**config.mk**
```make
export PLATFORM = sky130hd
export DESIGN_NAME = ccsb_sideband
export DESIGN_NICKNAME = d
export VERILOG_FILES = /design/src/logic/ccsb_pkg.sv /design/src/logic/ccsb_nib_seq.sv /design/src/logic/ccsb_sideband.sv
export SDC_FILE = /design/constraint.sdc
export NUM_CORES = 1
export LEC_CHECK = 0
export ABC_CLOCK_PERIOD_IN_PS = 1400
export BUFFER_PORTS_ARGS = -buffer_cell sky130_fd_sc_hd__buf_2
export CAP_MARGIN = 25
export CORE_MARGIN = 4
export CORE_UTILIZATION = 30
export CTS_BUF_LIST = sky130_fd_sc_hd__clkbuf_16
export DETAILED_ROUTE_END_ITERATION = 10
export GPL_TIMING_DRIVEN = 0
export SYNTH_ARGS = -nofsm -noshare
export SYNTH_HDL_FRONTEND = slang
export SYNTH_SLANG_ARGS = --single-unit
```
**constraint.sdc**
```tcl
create_clock -name clk -period 1.4 [get_ports clk]
set_input_delay 0 -clock clk [delete_from_list [all_inputs] [get_ports clk]]
set_output_delay 0 -clock clk [all_outputs]
set_load 0.01 [all_outputs]
```
**src/logic/ccsb_pkg.sv**
```systemverilog
// ==========================================================================
// Shared constants for the cell sideband ports.
package ccsb_pkg;
   // Bits in one flow-control nibble.
   localparam int NIB_BITS = 4;
   // Clock cycles per half period of the nibble port clocks.
   localparam int NIB_HALF_CYC = 1;
   // Sequencer steps per nibble: one low and one high half for each bit.
   localparam int NIB_STEPS = NIB_BITS * 2 * NIB_HALF_CYC;
   // Width of the sequencer step counter.
   localparam int NIB_CNT_W = $clog2(NIB_STEPS);
   // Values after reset.
   localparam logic RST_FLAG = 1'b0;
   localparam logic [3:0] RST_NIBBLE = 4'h0;
   // Sequencer states.
   typedef enum logic [0:0] {
      CCSB_SEQ_IDLE = 1'b0,
      CCSB_SEQ_RUN = 1'b1
   } ccsb_seq_e;
endpackage

```
**src/logic/ccsb_nib_seq.sv**
```systemverilog
`timescale 1ns/10ps
// ==========================================================================
// Nibble sequencer: walks through the low and high halves of four bit slots.
module ccsb_nib_seq #(
   parameter int STEPS = ccsb_pkg::NIB_STEPS,
   parameter int CNT_W = ccsb_pkg::NIB_CNT_W
) (
   // Clock and reset.
   input wire logic clk,
   input wire logic nrst,
   // Control.
   input wire logic start,
   // Status.
   output logic busy,
   output logic [CNT_W-1:0] step,
   output logic last
);
   ccsb_pkg::ccsb_seq_e state_r;
   ccsb_pkg::ccsb_seq_e state_nxt;
   logic [CNT_W-1:0] cnt_r;
   logic [CNT_W-1:0] cnt_nxt;

   // A start while running is ignored so a nibble is never cut short.
   assign last = (state_r == ccsb_pkg::CCSB_SEQ_RUN) && (cnt_r == CNT_W'(STEPS - 1));
   assign busy = (state_r == ccsb_pkg::CCSB_SEQ_RUN);
   assign step = cnt_r;

   // Next state and count.
   always_comb begin
      state_nxt = state_r;
      cnt_nxt = cnt_r;
      case (state_r)
         ccsb_pkg::CCSB_SEQ_IDLE: begin
            cnt_nxt = '0;
            if (start) begin
               state_nxt = ccsb_pkg::CCSB_SEQ_RUN;
            end
         end
         ccsb_pkg::CCSB_SEQ_RUN: begin
            if (last) begin
               state_nxt = ccsb_pkg::CCSB_SEQ_IDLE;
               cnt_nxt = '0;
            end else begin
               cnt_nxt = cnt_r + CNT_W'(1);
            end
         end
         default: begin
            state_nxt = ccsb_pkg::CCSB_SEQ_IDLE;
            cnt_nxt = '0;
         end
      endcase
   end

   // State registers.
   always_ff @(posedge clk) begin
      if (!nrst) begin
         state_r <= ccsb_pkg::CCSB_SEQ_IDLE;
         cnt_r <= '0;
      end else begin
         state_r <= state_nxt;
         cnt_r <= cnt_nxt;
      end
   end
endmodule // ccsb_nib_seq

```
**src/logic/ccsb_sideband.sv**
```systemverilog
// Summary of operation
// - Clear-channel mode: overhead flag high one bit period per overhead bit.
// - ATM mode: same output strobes while last PLCP frame bit arrives.
// - Loss-of-frame output set on declaration, cleared on in-frame.
// - Out-of-frame output set on declaration, cleared on in-frame.
// - Red alarm high while out-of-frame or loss-of-frame holds.
// - Receive overhead frame marker pulses on first Z6 bit only.
// - Cell sent strobe pulses on each transmit cell hand-off.
// - Transmit GFC input sampled at rising edge of driven GFC clock.
// - Exactly four transmit GFC clock rising edges per cell handed off while the port is idle.
// - Transmit top-bit flag pulses while MSB of nibble is expected.
// - Cell arrived strobe pulses on each receive cell acceptance.
// - Each cell accepted while the port is idle has its GFC nibble shifted out serially.
// - Receive GFC bits change on clock rising edges; pulses let logic latch.
// - Receive top-bit flag pulses with the nibble's MSB on output.
// - Delineation-lost output high while delineation lost, low when regained.
// - PLCP alarm, GFC and cell strobe outputs active only in ATM mode.
// - Transmit overhead frame marker pulses when first Z6 bit expected.
`timescale 1ns/10ps
module ccsb_sideband (
   // Clock and reset.
   input wire logic clk,
   input wire logic nrst,
   // Channel configuration: high selects ATM mode, low clear-channel mode.
   input wire logic atm_mode,
   // Receive framer and PLCP events, one cycle each unless noted.
   input wire logic rx_bit_en,
   input wire logic rx_oh_bit,
   input wire logic rx_plcp_last_bit,
   input wire logic plcp_lof_declare,
   input wire logic plcp_oof_declare,
   input wire logic plcp_in_frame,
   input wire logic rx_poh_z6_first,
   input wire logic tx_poh_z6_expect,
   // Cell processor events.
   input wire logic tx_cell_handoff,
   input wire logic rx_cell_accept,
   input wire logic [3:0] rx_cell_gfc,
   input wire logic delineation_lost,
   // Transmit GFC pin from the far end.
   input wire logic tx_flow_nibble_in,
   // Collected transmit nibble towards the cell processor.
   output logic [3:0] tx_gfc_nibble,
   output logic tx_gfc_valid,
   // Receive PLCP and framer outputs.
   output logic rx_overhead_bit_flag,
   output logic rx_plcp_loss_frame_out,
   output logic rx_plcp_out_of_frame_out,
   output logic rx_plcp_red_alarm_out,
   output logic rx_path_overhead_frame_marker,
   output logic tx_path_overhead_frame_marker,
   // Cell strobes and delineation.
   output logic cell_sent_strobe,
   output logic cell_arrived_strobe,
   output logic cell_delineation_lost_out,
   // Transmit GFC port.
   output logic tx_flow_nibble_clock,
   output logic tx_flow_nibble_top_bit_flag,
   // Receive GFC port.
   output logic rx_flow_nibble_out,
   output logic rx_flow_nibble_clock,
   output logic rx_flow_nibble_top_bit_flag
);
   localparam int CW = ccsb_pkg::NIB_CNT_W;
   localparam int HB = $clog2(ccsb_pkg::NIB_HALF_CYC) + 1;

   // ========================================================================
   // Receive PLCP and overhead indications.
   logic oh_flag_r;
   logic lof_r;
   logic oof_r;
   logic red_r;
   logic rx_mark_r;
   logic tx_mark_r;
   logic oh_src;
   logic lof_nxt;
   logic oof_nxt;

   // The shared pin follows the mode: overhead bits or PLCP frame end.
   assign oh_src = atm_mode ? rx_plcp_last_bit : rx_oh_bit;
   // A declaration in the same cycle as in-frame wins: the alarm is safer.
   assign lof_nxt = plcp_lof_declare | (lof_r & ~plcp_in_frame);
   assign oof_nxt = plcp_oof_declare | (oof_r & ~plcp_in_frame);

   // The flag is refreshed only on bit enables, so it lasts one bit period.
   always_ff @(posedge clk) begin
      if (!nrst) begin
         oh_flag_r <= ccsb_pkg::RST_FLAG;
      end else if (rx_bit_en) begin
         oh_flag_r <= oh_src;
      end
   end

   // Alarm and marker registers, forced low outside ATM mode.
   always_ff @(posedge clk) begin
      if (!nrst) begin
         lof_r <= ccsb_pkg::RST_FLAG;
         oof_r <= ccsb_pkg::RST_FLAG;
         red_r <= ccsb_pkg::RST_FLAG;
         rx_mark_r <= ccsb_pkg::RST_FLAG;
         tx_mark_r <= ccsb_pkg::RST_FLAG;
      end else begin
         lof_r <= atm_mode & lof_nxt;
         oof_r <= atm_mode & oof_nxt;
         red_r <= atm_mode & (lof_nxt | oof_nxt);
         rx_mark_r <= atm_mode & rx_poh_z6_first;
         tx_mark_r <= atm_mode & tx_poh_z6_expect;
      end
   end

   // ========================================================================
   // Cell strobes and delineation.
   logic sent_r;
   logic arrived_r;
   logic lcd_r;

   always_ff @(posedge clk) begin
      if (!nrst) begin
         sent_r <= ccsb_pkg::RST_FLAG;
         arrived_r <= ccsb_pkg::RST_FLAG;
         lcd_r <= ccsb_pkg::RST_FLAG;
      end else begin
         sent_r <= atm_mode & tx_cell_handoff;
         arrived_r <= atm_mode & rx_cell_accept;
         lcd_r <= atm_mode & delineation_lost;
      end
   end

   // ========================================================================
   // Transmit GFC port.
   logic tx_busy;
   logic tx_last;
   logic [CW-1:0] tx_step;
   logic tx_start;
   logic tx_clk_r;
   logic tx_msb_r;
   logic tx_pin_s1_r;
   logic tx_pin_s2_r;
   logic tx_rise_d1_r;
   logic tx_rise_d2_r;
   logic tx_rise;
   logic [3:0] tx_shift_r;
   logic [2:0] tx_taken_r;
   logic [3:0] tx_nib_r;
   logic tx_valid_r;
   logic tx_high_half;
   logic tx_first_bit;

   assign tx_start = atm_mode & tx_cell_handoff;
   // The step counter's top bits give the slot, the next bit its half.
   assign tx_high_half = tx_busy & tx_step[HB-1];
   assign tx_first_bit = tx_busy & (tx_step[CW-1:HB] == '0);
   // A rising edge leaves the pin when the high half first shows.
   assign tx_rise = tx_clk_r & ~tx_rise_d1_r;

   ccsb_nib_seq #(
      .STEPS(ccsb_pkg::NIB_STEPS),
      .CNT_W(CW)
   ) u_tx_seq (
      .clk(clk),
      .nrst(nrst),
      .start(tx_start),
      .busy(tx_busy),
      .step(tx_step),
      .last(tx_last)
   );

   // Four high halves per nibble give exactly four rising edges.
   always_ff @(posedge clk) begin
      if (!nrst) begin
         tx_clk_r <= ccsb_pkg::RST_FLAG;
         tx_msb_r <= ccsb_pkg::RST_FLAG;
      end else begin
         tx_clk_r <= atm_mode & tx_high_half;
         tx_msb_r <= atm_mode & tx_first_bit;
      end
   end

   // The pin is foreign, so it is synchronised over two cycles; the rise marker is delayed
   // by one cycle only, so it samples the bit the far end held just before the edge.
   always_ff @(posedge clk) begin
      if (!nrst) begin
         tx_pin_s1_r <= ccsb_pkg::RST_FLAG;
         tx_pin_s2_r <= ccsb_pkg::RST_FLAG;
         tx_rise_d1_r <= ccsb_pkg::RST_FLAG;
         tx_rise_d2_r <= ccsb_pkg::RST_FLAG;
      end else begin
         tx_pin_s1_r <= tx_flow_nibble_in;
         tx_pin_s2_r <= tx_pin_s1_r;
         tx_rise_d1_r <= tx_clk_r;
         tx_rise_d2_r <= tx_rise;
      end
   end

   // Bits shift in MSB first; the fourth completes the nibble.
   always_ff @(posedge clk) begin
      if (!nrst) begin
         tx_shift_r <= ccsb_pkg::RST_NIBBLE;
         tx_taken_r <= 3'h0;
         tx_nib_r <= ccsb_pkg::RST_NIBBLE;
         tx_valid_r <= ccsb_pkg::RST_FLAG;
      end else begin
         tx_valid_r <= 1'b0;
         if (tx_start & ~tx_busy) begin
            tx_taken_r <= 3'h0;
         end else if (tx_rise_d2_r) begin
            tx_shift_r <= {tx_shift_r[2:0], tx_pin_s2_r};
            if (tx_taken_r == 3'h3) begin
               tx_nib_r <= {tx_shift_r[2:0], tx_pin_s2_r};
               tx_valid_r <= 1'b1;
               tx_taken_r <= 3'h0;
            end else begin
               tx_taken_r <= tx_taken_r + 3'h1;
            end
         end
      end
   end

   // ========================================================================
   // Receive GFC port.
   logic rx_busy;
   logic rx_last;
   logic [CW-1:0] rx_step;
   logic rx_start;
   logic [3:0] rx_hold_r;
   logic rx_clk_r;
   logic rx_data_r;
   logic rx_msb_r;
   logic rx_high_half;
   logic [1:0] rx_slot;
   logic rx_bit_sel;

   assign rx_start = atm_mode & rx_cell_accept & ~rx_busy;
   assign rx_high_half = rx_busy & rx_step[HB-1];
   assign rx_slot = rx_step[CW-1:HB];
   // Slot 0 carries bit 3 so the nibble leaves MSB first.
   assign rx_bit_sel = rx_hold_r[2'd3 - rx_slot];

   ccsb_nib_seq #(
      .STEPS(ccsb_pkg::NIB_STEPS),
      .CNT_W(CW)
   ) u_rx_seq (
      .clk(clk),
      .nrst(nrst),
      .start(rx_start),
      .busy(rx_busy),
      .step(rx_step),
      .last(rx_last)
   );

   // The nibble is held while it shifts so a new cell cannot corrupt it.
   always_ff @(posedge clk) begin
      if (!nrst) begin
         rx_hold_r <= ccsb_pkg::RST_NIBBLE;
      end else if (rx_start) begin
         rx_hold_r <= rx_cell_gfc;
      end
   end

   // Data and MSB flag change together with the clock's rising edge and
   // hold for the whole bit, so the far end can latch on the falling edge.
   // The last bit is kept through the final low half, or it would vanish
   // at the very edge on which the far end latches it.
   always_ff @(posedge clk) begin
      if (!nrst) begin
         rx_clk_r <= ccsb_pkg::RST_FLAG;
         rx_data_r <= ccsb_pkg::RST_FLAG;
         rx_msb_r <= ccsb_pkg::RST_FLAG;
      end else begin
         rx_clk_r <= atm_mode & rx_high_half;
         if (!atm_mode || (!rx_busy && !rx_clk_r)) begin
            rx_data_r <= 1'b0;
            rx_msb_r <= 1'b0;
         end else if (rx_high_half && !rx_clk_r) begin
            rx_data_r <= rx_bit_sel;
            rx_msb_r <= (rx_slot == 2'd0);
         end
      end
   end

   // ========================================================================
   // Output assignments.
   assign rx_overhead_bit_flag = oh_flag_r;
   assign rx_plcp_loss_frame_out = lof_r;
   assign rx_plcp_out_of_frame_out = oof_r;
   assign rx_plcp_red_alarm_out = red_r;
   assign rx_path_overhead_frame_marker = rx_mark_r;
   assign tx_path_overhead_frame_marker = tx_mark_r;
   assign cell_sent_strobe = sent_r;
   assign cell_arrived_strobe = arrived_r;
   assign cell_delineation_lost_out = lcd_r;
   assign tx_flow_nibble_clock = tx_clk_r;
   assign tx_flow_nibble_top_bit_flag = tx_msb_r;
   assign tx_gfc_nibble = tx_nib_r;
   assign tx_gfc_valid = tx_valid_r;
   assign rx_flow_nibble_out = rx_data_r;
   assign rx_flow_nibble_clock = rx_clk_r;
   assign rx_flow_nibble_top_bit_flag = rx_msb_r;

   // Counts transmit clock rises inside one nibble.
   logic [2:0] tx_rise_cnt_r;
   always_ff @(posedge clk) begin
      if (!nrst || !tx_busy) begin
         tx_rise_cnt_r <= 3'h0;
      end else if (tx_high_half && !tx_clk_r) begin
         tx_rise_cnt_r <= tx_rise_cnt_r + 3'h1;
      end
   end
endmodule // ccsb_sideband

```
---- After elaboration in Yosys (flattened, before gate mapping) ----
Index checks and enable logic that the tools add are counted.
W data, S select, Z words.
word-level totals
  register bits after elaboration ......... 41
  input port bits ......................... 19
  output and inout bits ................... 19
cells by class
  $add $sub $neg .......................... 4
  magnitude comparators ................... 1
  eq/ne operators ......................... 3
  mux-type cells .......................... 15
  bitwise operators ....................... 29
  reduce and logical (&&, ||, !) cells .... 15
operators with widths
  kind                   number
  $and A1 B1 Y1          19
  $pmux W3 S2            2
  $add A3 B1 Y3 const B  3
  $mux W3                3
  $mux W1                7
  $not A1 Y1             7
  $eq A3 B3 Y1 const B   2
  $logic_and A1 B1 Y1    4
  $logic_not A2 Y1       2
  $pmux W1 S2            2
  $reduce_or A2 Y1       2
  $eq A3 B2 Y1 const B   1
  $logic_not A1 Y1       3
  $lt A2 B3 Y1 const B   1
  $or A1 B1 Y1           3
  $reduce_and A3 Y1      1
  $reduce_or A3 Y1       1
  $bmux W1 S2            1
  $reduce_and A2 Y1      1
  $sub A2 B2 Y2 const A  1
  $logic_or A1 B1 Y1     1

---- Logic depth before layout (Yosys ltp) ----
Gate-level depths: netlist of the first run.
  depth after elaboration ................. 5
  depth in mapped cells ................... 4

---- Modules after synthesis ----
From an unflattened synthesis of the first run, not the netlist that was laid out.
second synthesis, totals
  cells, all modules ...................... 145
  area, all modules ....................... 1531.5 um^2
modules (own cells, without submodules)
  module         instances  cells each  area each (um^2)  sequential area each (um^2)
  ccsb_sideband  1          119         1178.6            660.6
  ccsb_nib_seq   2          13          176.4             80.1

---- Worst setup path before layout of the first run ----
Ideal clock, no wire load.
  path type ............................... reg-to-reg
  start point ............................. reg u_rx_seq.cnt_r[1], in the netlist u_rx_seq.step[1]
  end point ............................... reg rx_data_r, in the netlist rx_flow_nibble_out
  library setup time ...................... 122 ps
  arrival ................................. 1070 ps
  data required time ...................... 1278 ps
  slack ................................... 209 ps
  stages on the path, launching flop included .. 4
  buffers on the path ..................... 0
  period minus slack after synthesis ...... 1191 ps
  cells stage by stage .................... dfxtp_1 mux4_1 or3b_1 a21oi_2
on the way
  word-level cells in the longest chain between the ends .. 3
ends and longest elaborated chain
  element                        RTL line              RTL
  start, declared                ccsb_nib_seq.sv:20    logic [CNT_W-1:0] cnt_r;
  start signal, assigned         ccsb_nib_seq.sv:61    cnt_r <= cnt_nxt;
  $sub A2 B2 Y2                  ccsb_sideband.sv:237  assign rx_bit_sel = rx_hold_r[2'd3 - rx_slot];
  $bmux W1 S2                    ccsb_sideband.sv:237
  $mux W1 (implied by the code)  ccsb_sideband.sv:237
  end signal, assigned           ccsb_sideband.sv:267  rx_data_r <= ccsb_pkg::RST_FLAG;
  end signal, assigned           ccsb_sideband.sv:275  rx_data_r <= rx_bit_sel;
  end, declared                  ccsb_sideband.sv:227  logic rx_data_r;
No other way between the ends. The select of a mux whose other input is x is not followed.
A chain may end at the register's enable or synchronous reset.

---- Final worst setup path of the first run ----
Same ends and word-level chain as after synthesis.

==> results of run 1 <==
final cells by class:
cell class,instances,area share (%)
Sequential cell,41,41.7
Multi-Input combinational cell,91,29.7
Timing Repair Buffer,48,15.0
Clock buffer,5,6.36
Tap cell,67,4.26
Inverter,7,1.34
Buffer,5,1.21
Clock inverter,2,0.382
metal layers:
layer  vias up  share of wire (%)  track usage (%)
li1        612                  -                -
met1       519                 47             12.2
met2        27                 45             16.4
met3         5                6.7             4.64
met4         0                1.2             4.45
met5         -                  0                0
cells by family (layout without fill, tap and decap cells):
family                   count (synthesis)  in the layout
AND/OR/NAND/NOR                         51             51
flip-flops                              41             41
AO/OA/AOI/OAI                           28             28
buffers and inverters                   12             67
multiplexers                             7              7
adder cells (fa/ha/maj)                  5              5
repair_timing:
action,CTS,global route
hold buffers,11,0
hold endpoints to repair,12,0
resized for setup,0,0
where the power goes:
group	switching [mW]	total [mW]	internal, mW
clock network	0.401	1.04	0.636
logic	0.0780	0.159	0.0812
registers	0.0157	1.21	1.20
sequential cells by signal, indices dropped and copies added, names as in the netlist, 3 cells and up:
name,count
u_tx_seq.step,3
rx_hold_r,4
tx_taken_r,3
tx_shift_r,3
tx_gfc_nibble,4
u_rx_seq.step,3
cells in the final DEF (no fill, tap or decap), types with 2 or more instances in the layout:
cell type      netlist  routed
buf_2                4      41
dfxtp_1             41      41
a21oi_1             13      13
nor2_1              12      12
dlygate4sd3_1        0      11
o21ai_1              9       9
nand3_1              8       8
inv_1                5       6
mux2i_1              6       6
nand2_1              5       5
and2_1               5       5
ha_1                 5       5
clkbuf_16            0       5
nor3_1               4       4
and3_1               4       4
nor2b_1              2       2
inv_2                2       2
and3b_1              2       2
a211oi_1             2       2
nand3b_1             2       2
o21ai_0              2       2
how the worst min path moves through the flow:
stage | slack [ns] | endpoint | start
after floorplan | 0.1 | rx_overhead_bit_flag | rx_bit_en
after global placement | 0.19 | rx_overhead_bit_flag | rx_bit_en
after detailed placement | 0.20 | rx_overhead_bit_flag | rx_bit_en
after CTS | 0.003 | cell_arrived_strobe | rx_cell_accept
after global routing | 0.02 | cell_arrived_strobe | rx_cell_accept
final | 0.003 | cell_arrived_strobe | rx_cell_accept
through the flow:
step | worst slack (ns) | cell area, µm² | hold slack (ns)
2_1_floorplan | 0.209 | 1460 | 0.0956
3_3_place_gp | 0.129 | 1720 | 0.194
3_5_place_dp | 0.120 | 1720 | 0.202
4_1_cts | 0.113 | 1970 | 0.00277
5_1_grt | 0.0855 | 1970 | 0.0153
6_report | 0.127 | 1970 | 0.00313
worst max-delay path, cell delays in order, from the launching register on:
cell and delay [ns]:
dfxtp_1 0.37, mux4_1 0.56, or3b_1 0.19, a21oi_2 0.04
==> results.cfg, run 1 <==
[floorplan]
die_area_mm2 = 0.00603
pin_count = 38
die_w_um = 77.6
fp.coreArea_mm2 = 0.00472
initial_core_util_pct = 30.8
rows = 25
die_h_um = 77.6

[synth]
synth_edf_count = 0
synth_common_cells = dfxtp_1, a21oi_1, nor2_1
synth-compound-area-share_pct = 10.5
synth_cells = 144
synth_mux_area_share_pct = 5.93
synth_xor_area_share_pct = 0
synth_ff_type = dfxtp_1
yosys_warnings = 0
synth_adder_area_share_pct = 4.30
seq_area_frac_synth_pct = 56.4
syn-num-nets = 168
synth.top_cell.area_share_pct = 56.4
yosys.area.top_type = dfxtp_1
synth_seq_cells = 41
netlist_top_cells_area = dfxtp_1, a21oi_1, ha_1
synth-simple-area-share_pct = 19.4
syn_area_per_cell_um2 = 10.1
synth_top_family_by_area = simple AND/OR/NAND/NOR gates
ys_types = 30
synth_async_sr_flop_share_pct = 0
synthesis.area_mm2 = 0.00146
synth_most_common_cell = dfxtp_1

[setup_path]
cp.required_ns = 1.56
startpoint = u_rx_seq.step[1]
endpoint_kind = flop
reg2reg_to = rx_flow_nibble_out
rr_worst_depth = 3
r2r_slack_ns = 0.13
worst_ep_arrival_time_ns = 1.43
reg2reg_from = u_rx_seq.step[1]
critPathKind = reg -> reg
worstPathMaxFanout = 3
cp-endpoint = rx_flow_nibble_out
critPathLaunchType = flop

[sta]
drv_slew = 0
final.period_utilization_pct = 91.0
tightest_slew_ns = 0.457
setup_tns_ns = 0
hold_viol = 0
rsz0062_at_grt = no
timing.final.setup_violations = 0
max_freq_mhz = 785
finalCriticalPeriod_ns = 1.27
skew_ns = 0.00246
maxSlewHeadroom_pct = 69.6

[global_route]
grt_max_degree = 12
grt_use_total_pct = 10.4
grt_overflow = 0
grt_pass1_vias = 1136
grt_pass1_wl_um = 4940
antenna_found_initial = 0

[power]
p_total_mw = 2.41
leakagePower_nw = 0.909
ir_drop_mv = 0.509
p_per_area_mw_per_mm2 = 1230

[place]
dp_cells = 248
io_buffers = 37
gp_congestion = 0.785
dp_hpwl_um = 2180

[finish]
antenna_cells = 0
seq_area_um2 = 821
fill_cells = 470
drive_gt1_share_pct = 25.1
final_cells = 266
multi_input_area_um2 = 584
final_util_pct = 41.6
areaGrowthSynthToFinish_pct = 35.2
nNetsFinal = 223

[clock_tree]
cts_buffers = 5
cts_setup_buffers = 0
clock-root-buffer = clkbuf_16
ctsHtreeMaxLevel = 2
clk_pin_slew_ns = 0.05
cts_tree = yes
clk_path_buf_depth = 2
clk_latency_ns = 0.27
clock-sinks = 41

[min_path]
min_path_cells = 3
hold_path_class = in -> reg

[drt]
dr.pass1.iters = 4
vias = 1163
routed_wl_um = 2910
wl_per_cell_um = 10.9
drt_iter0_drc = 15
drtAntennaViolNets = 0
drc_errors = 0
routed_via_density = 4.37

[job]
maxCapViolCount = 0

[outcome]
status = completed
Note: power is estimated with default switching activity, not from simulation.
==> run 2: changes to the inputs <==
--- a/config.mk
+++ b/config.mk
@@ -13,6 +13,7 @@
 export CTS_BUF_LIST = sky130_fd_sc_hd__clkbuf_16
 export DETAILED_ROUTE_END_ITERATION = 10
 export GPL_TIMING_DRIVEN = 0
+export PLACE_DENSITY = 0.51
 export SYNTH_ARGS = -nofsm -noshare
 export SYNTH_HDL_FRONTEND = slang
 export SYNTH_SLANG_ARGS = --single-unit
==> results.cfg, run 2 (same netlist as run 1, synthesis figures left out) <==
[outcome]
status = completed

[finish]
fill_cells = 472
seq_area_um2 = 821
antenna_cells = 0
final_cells = 267
areaGrowthSynthToFinish_pct = 35.6
nNetsFinal = 223
multi_input_area_um2 = 584
drive_gt1_share_pct = 26.0
final_cell_mix = buf_2, dfxtp_1, a21oi_1, nor2_1, dlygate4sd3_1

[power]
leakagePower_nw = 0.916
p_per_area_mw_per_mm2 = 1240
ir_drop_mv = 0.661

[sta]
finalCriticalPeriod_ns = 1.27
rsz0062_at_grt = no
max_freq_mhz = 787
timing.final.setup_violations = 0
setup_tns_ns = 0
final.period_utilization_pct = 90.7
maxSlewHeadroom_pct = 69.8
hold_viol = 0
skew_ns = 0.00363
tightest_slew_ns = 0.453
drv_slew = 0

[drt]
vias = 1194
routed_wl_um = 3110
dr.pass1.iters = 4
routed_via_density = 4.47
drt_iter0_drc = 39
drc_errors = 0
wl_per_cell_um = 11.6
drtAntennaViolNets = 0

[clock_tree]
clock-root-buffer = clkbuf_16
clk_latency_ns = 0.28
hold_buffers = 11
cts_resized = 0
ctsHtreeMaxLevel = 2
clk_pin_slew_ns = 0.06
clk_path_buf_depth = 2
cts_setup_buffers = 0
cts_tree = yes
clock-sinks = 41
cts_buffers = 5

[setup_path]
worst_ep_arrival_time_ns = 1.43
crit_path_top_delay_cell = mux4_1
endpoint_kind = flop
critPathKind = reg -> reg
cpPeakStageDelay_ns = 0.55
critPathLaunchType = flop
crit_path_cell_trace = mux4_1 > or3b_1 > a21oi_2
worstPathMaxFanout = 3
cp.required_ns = 1.56

[job]
maxCapViolCount = 0

[floorplan]
die_h_um = 77.6
rows = 25
pin_count = 38
die_area_mm2 = 0.00603
initial_core_util_pct = 30.8
die_w_um = 77.6
fp.coreArea_mm2 = 0.00472

[global_route]
grt_pass1_vias = 1225
grt_overflow = 0
antenna_found_initial = 0
grt_pass1_wl_um = 5250
grt_use_total_pct = 11.0
grt_max_degree = 13

[place]
gp_congestion = 0.742
io_buffers = 37
dp_cells = 248
dp_hpwl_um = 2300

[min_path]
hold_path_class = in -> reg
-- run 2: stage by stage --
stage / power, mW / hold slack (ns) / utilization [%] / cell area, µm² / setup slack [ns]
after floorplan: 1.31 / 0.0956 / - / 1460 / 0.209
after global placement: 1.37 / 0.197 / 36.5 / 1720 / 0.132
after detailed placement: 1.38 / 0.199 / 36.5 / 1720 / 0.128
after CTS: 2.48 / 0.00109 / 41.8 / 1970 / 0.118
after global routing: 2.56 / 0.0173 / 41.8 / 1970 / 0.0997
final: 2.45 / 0.00342 / 41.8 / 1970 / 0.130
-- run 2: final cells by class --
class	count	share of cell area [%]
inverters	7	1.33
clock inverters	3	0.698
flip-flops and latches	41	41.6
clock buffers	5	6.34
multi-input cells	91	29.6
well taps	67	4.25
plain buffers	5	1.20
repair buffers	48	15.0
-- run 2: per-layer routing --
metal	share of wire, %	track usage [%]	vias up	routed length [µm]
met5	0	0	-	0
met4	2.2	6.94	0	69
met3	4.5	3.60	8	141
met2	50	19.1	36	1540
met1	44	11.4	542	1350
li1	-	-	608	-
-- run 2: final timing paths --
path	from	to	slack, ns	depth (start not counted)
worst max register to register	u_rx_seq.step[1]	rx_flow_nibble_out	0.13	3
worst max-delay path	u_rx_seq.step[1]	rx_flow_nibble_out	0.13	3
worst min register to register	tx_rise_d1_r	tx_rise_d2_r	0.39	1
worst min-delay path	nrst	tx_rise_d1_r	0.003	2
-- run 2: critical path, delay by kind of cell, from the launching register on --
kind	cells	cell delay, ns
muxes	1	0.55
AOI/OAI and AO/OA	1	0.05
and+or+nand+nor	1	0.19
DFF	1	0.37
-- run 2: report_power, final --
part           total (mW)  switching, mW  internal, mW
Sequential           1.21         0.0164          1.20
Clock                1.08          0.434         0.646
Combinational       0.159         0.0775        0.0813
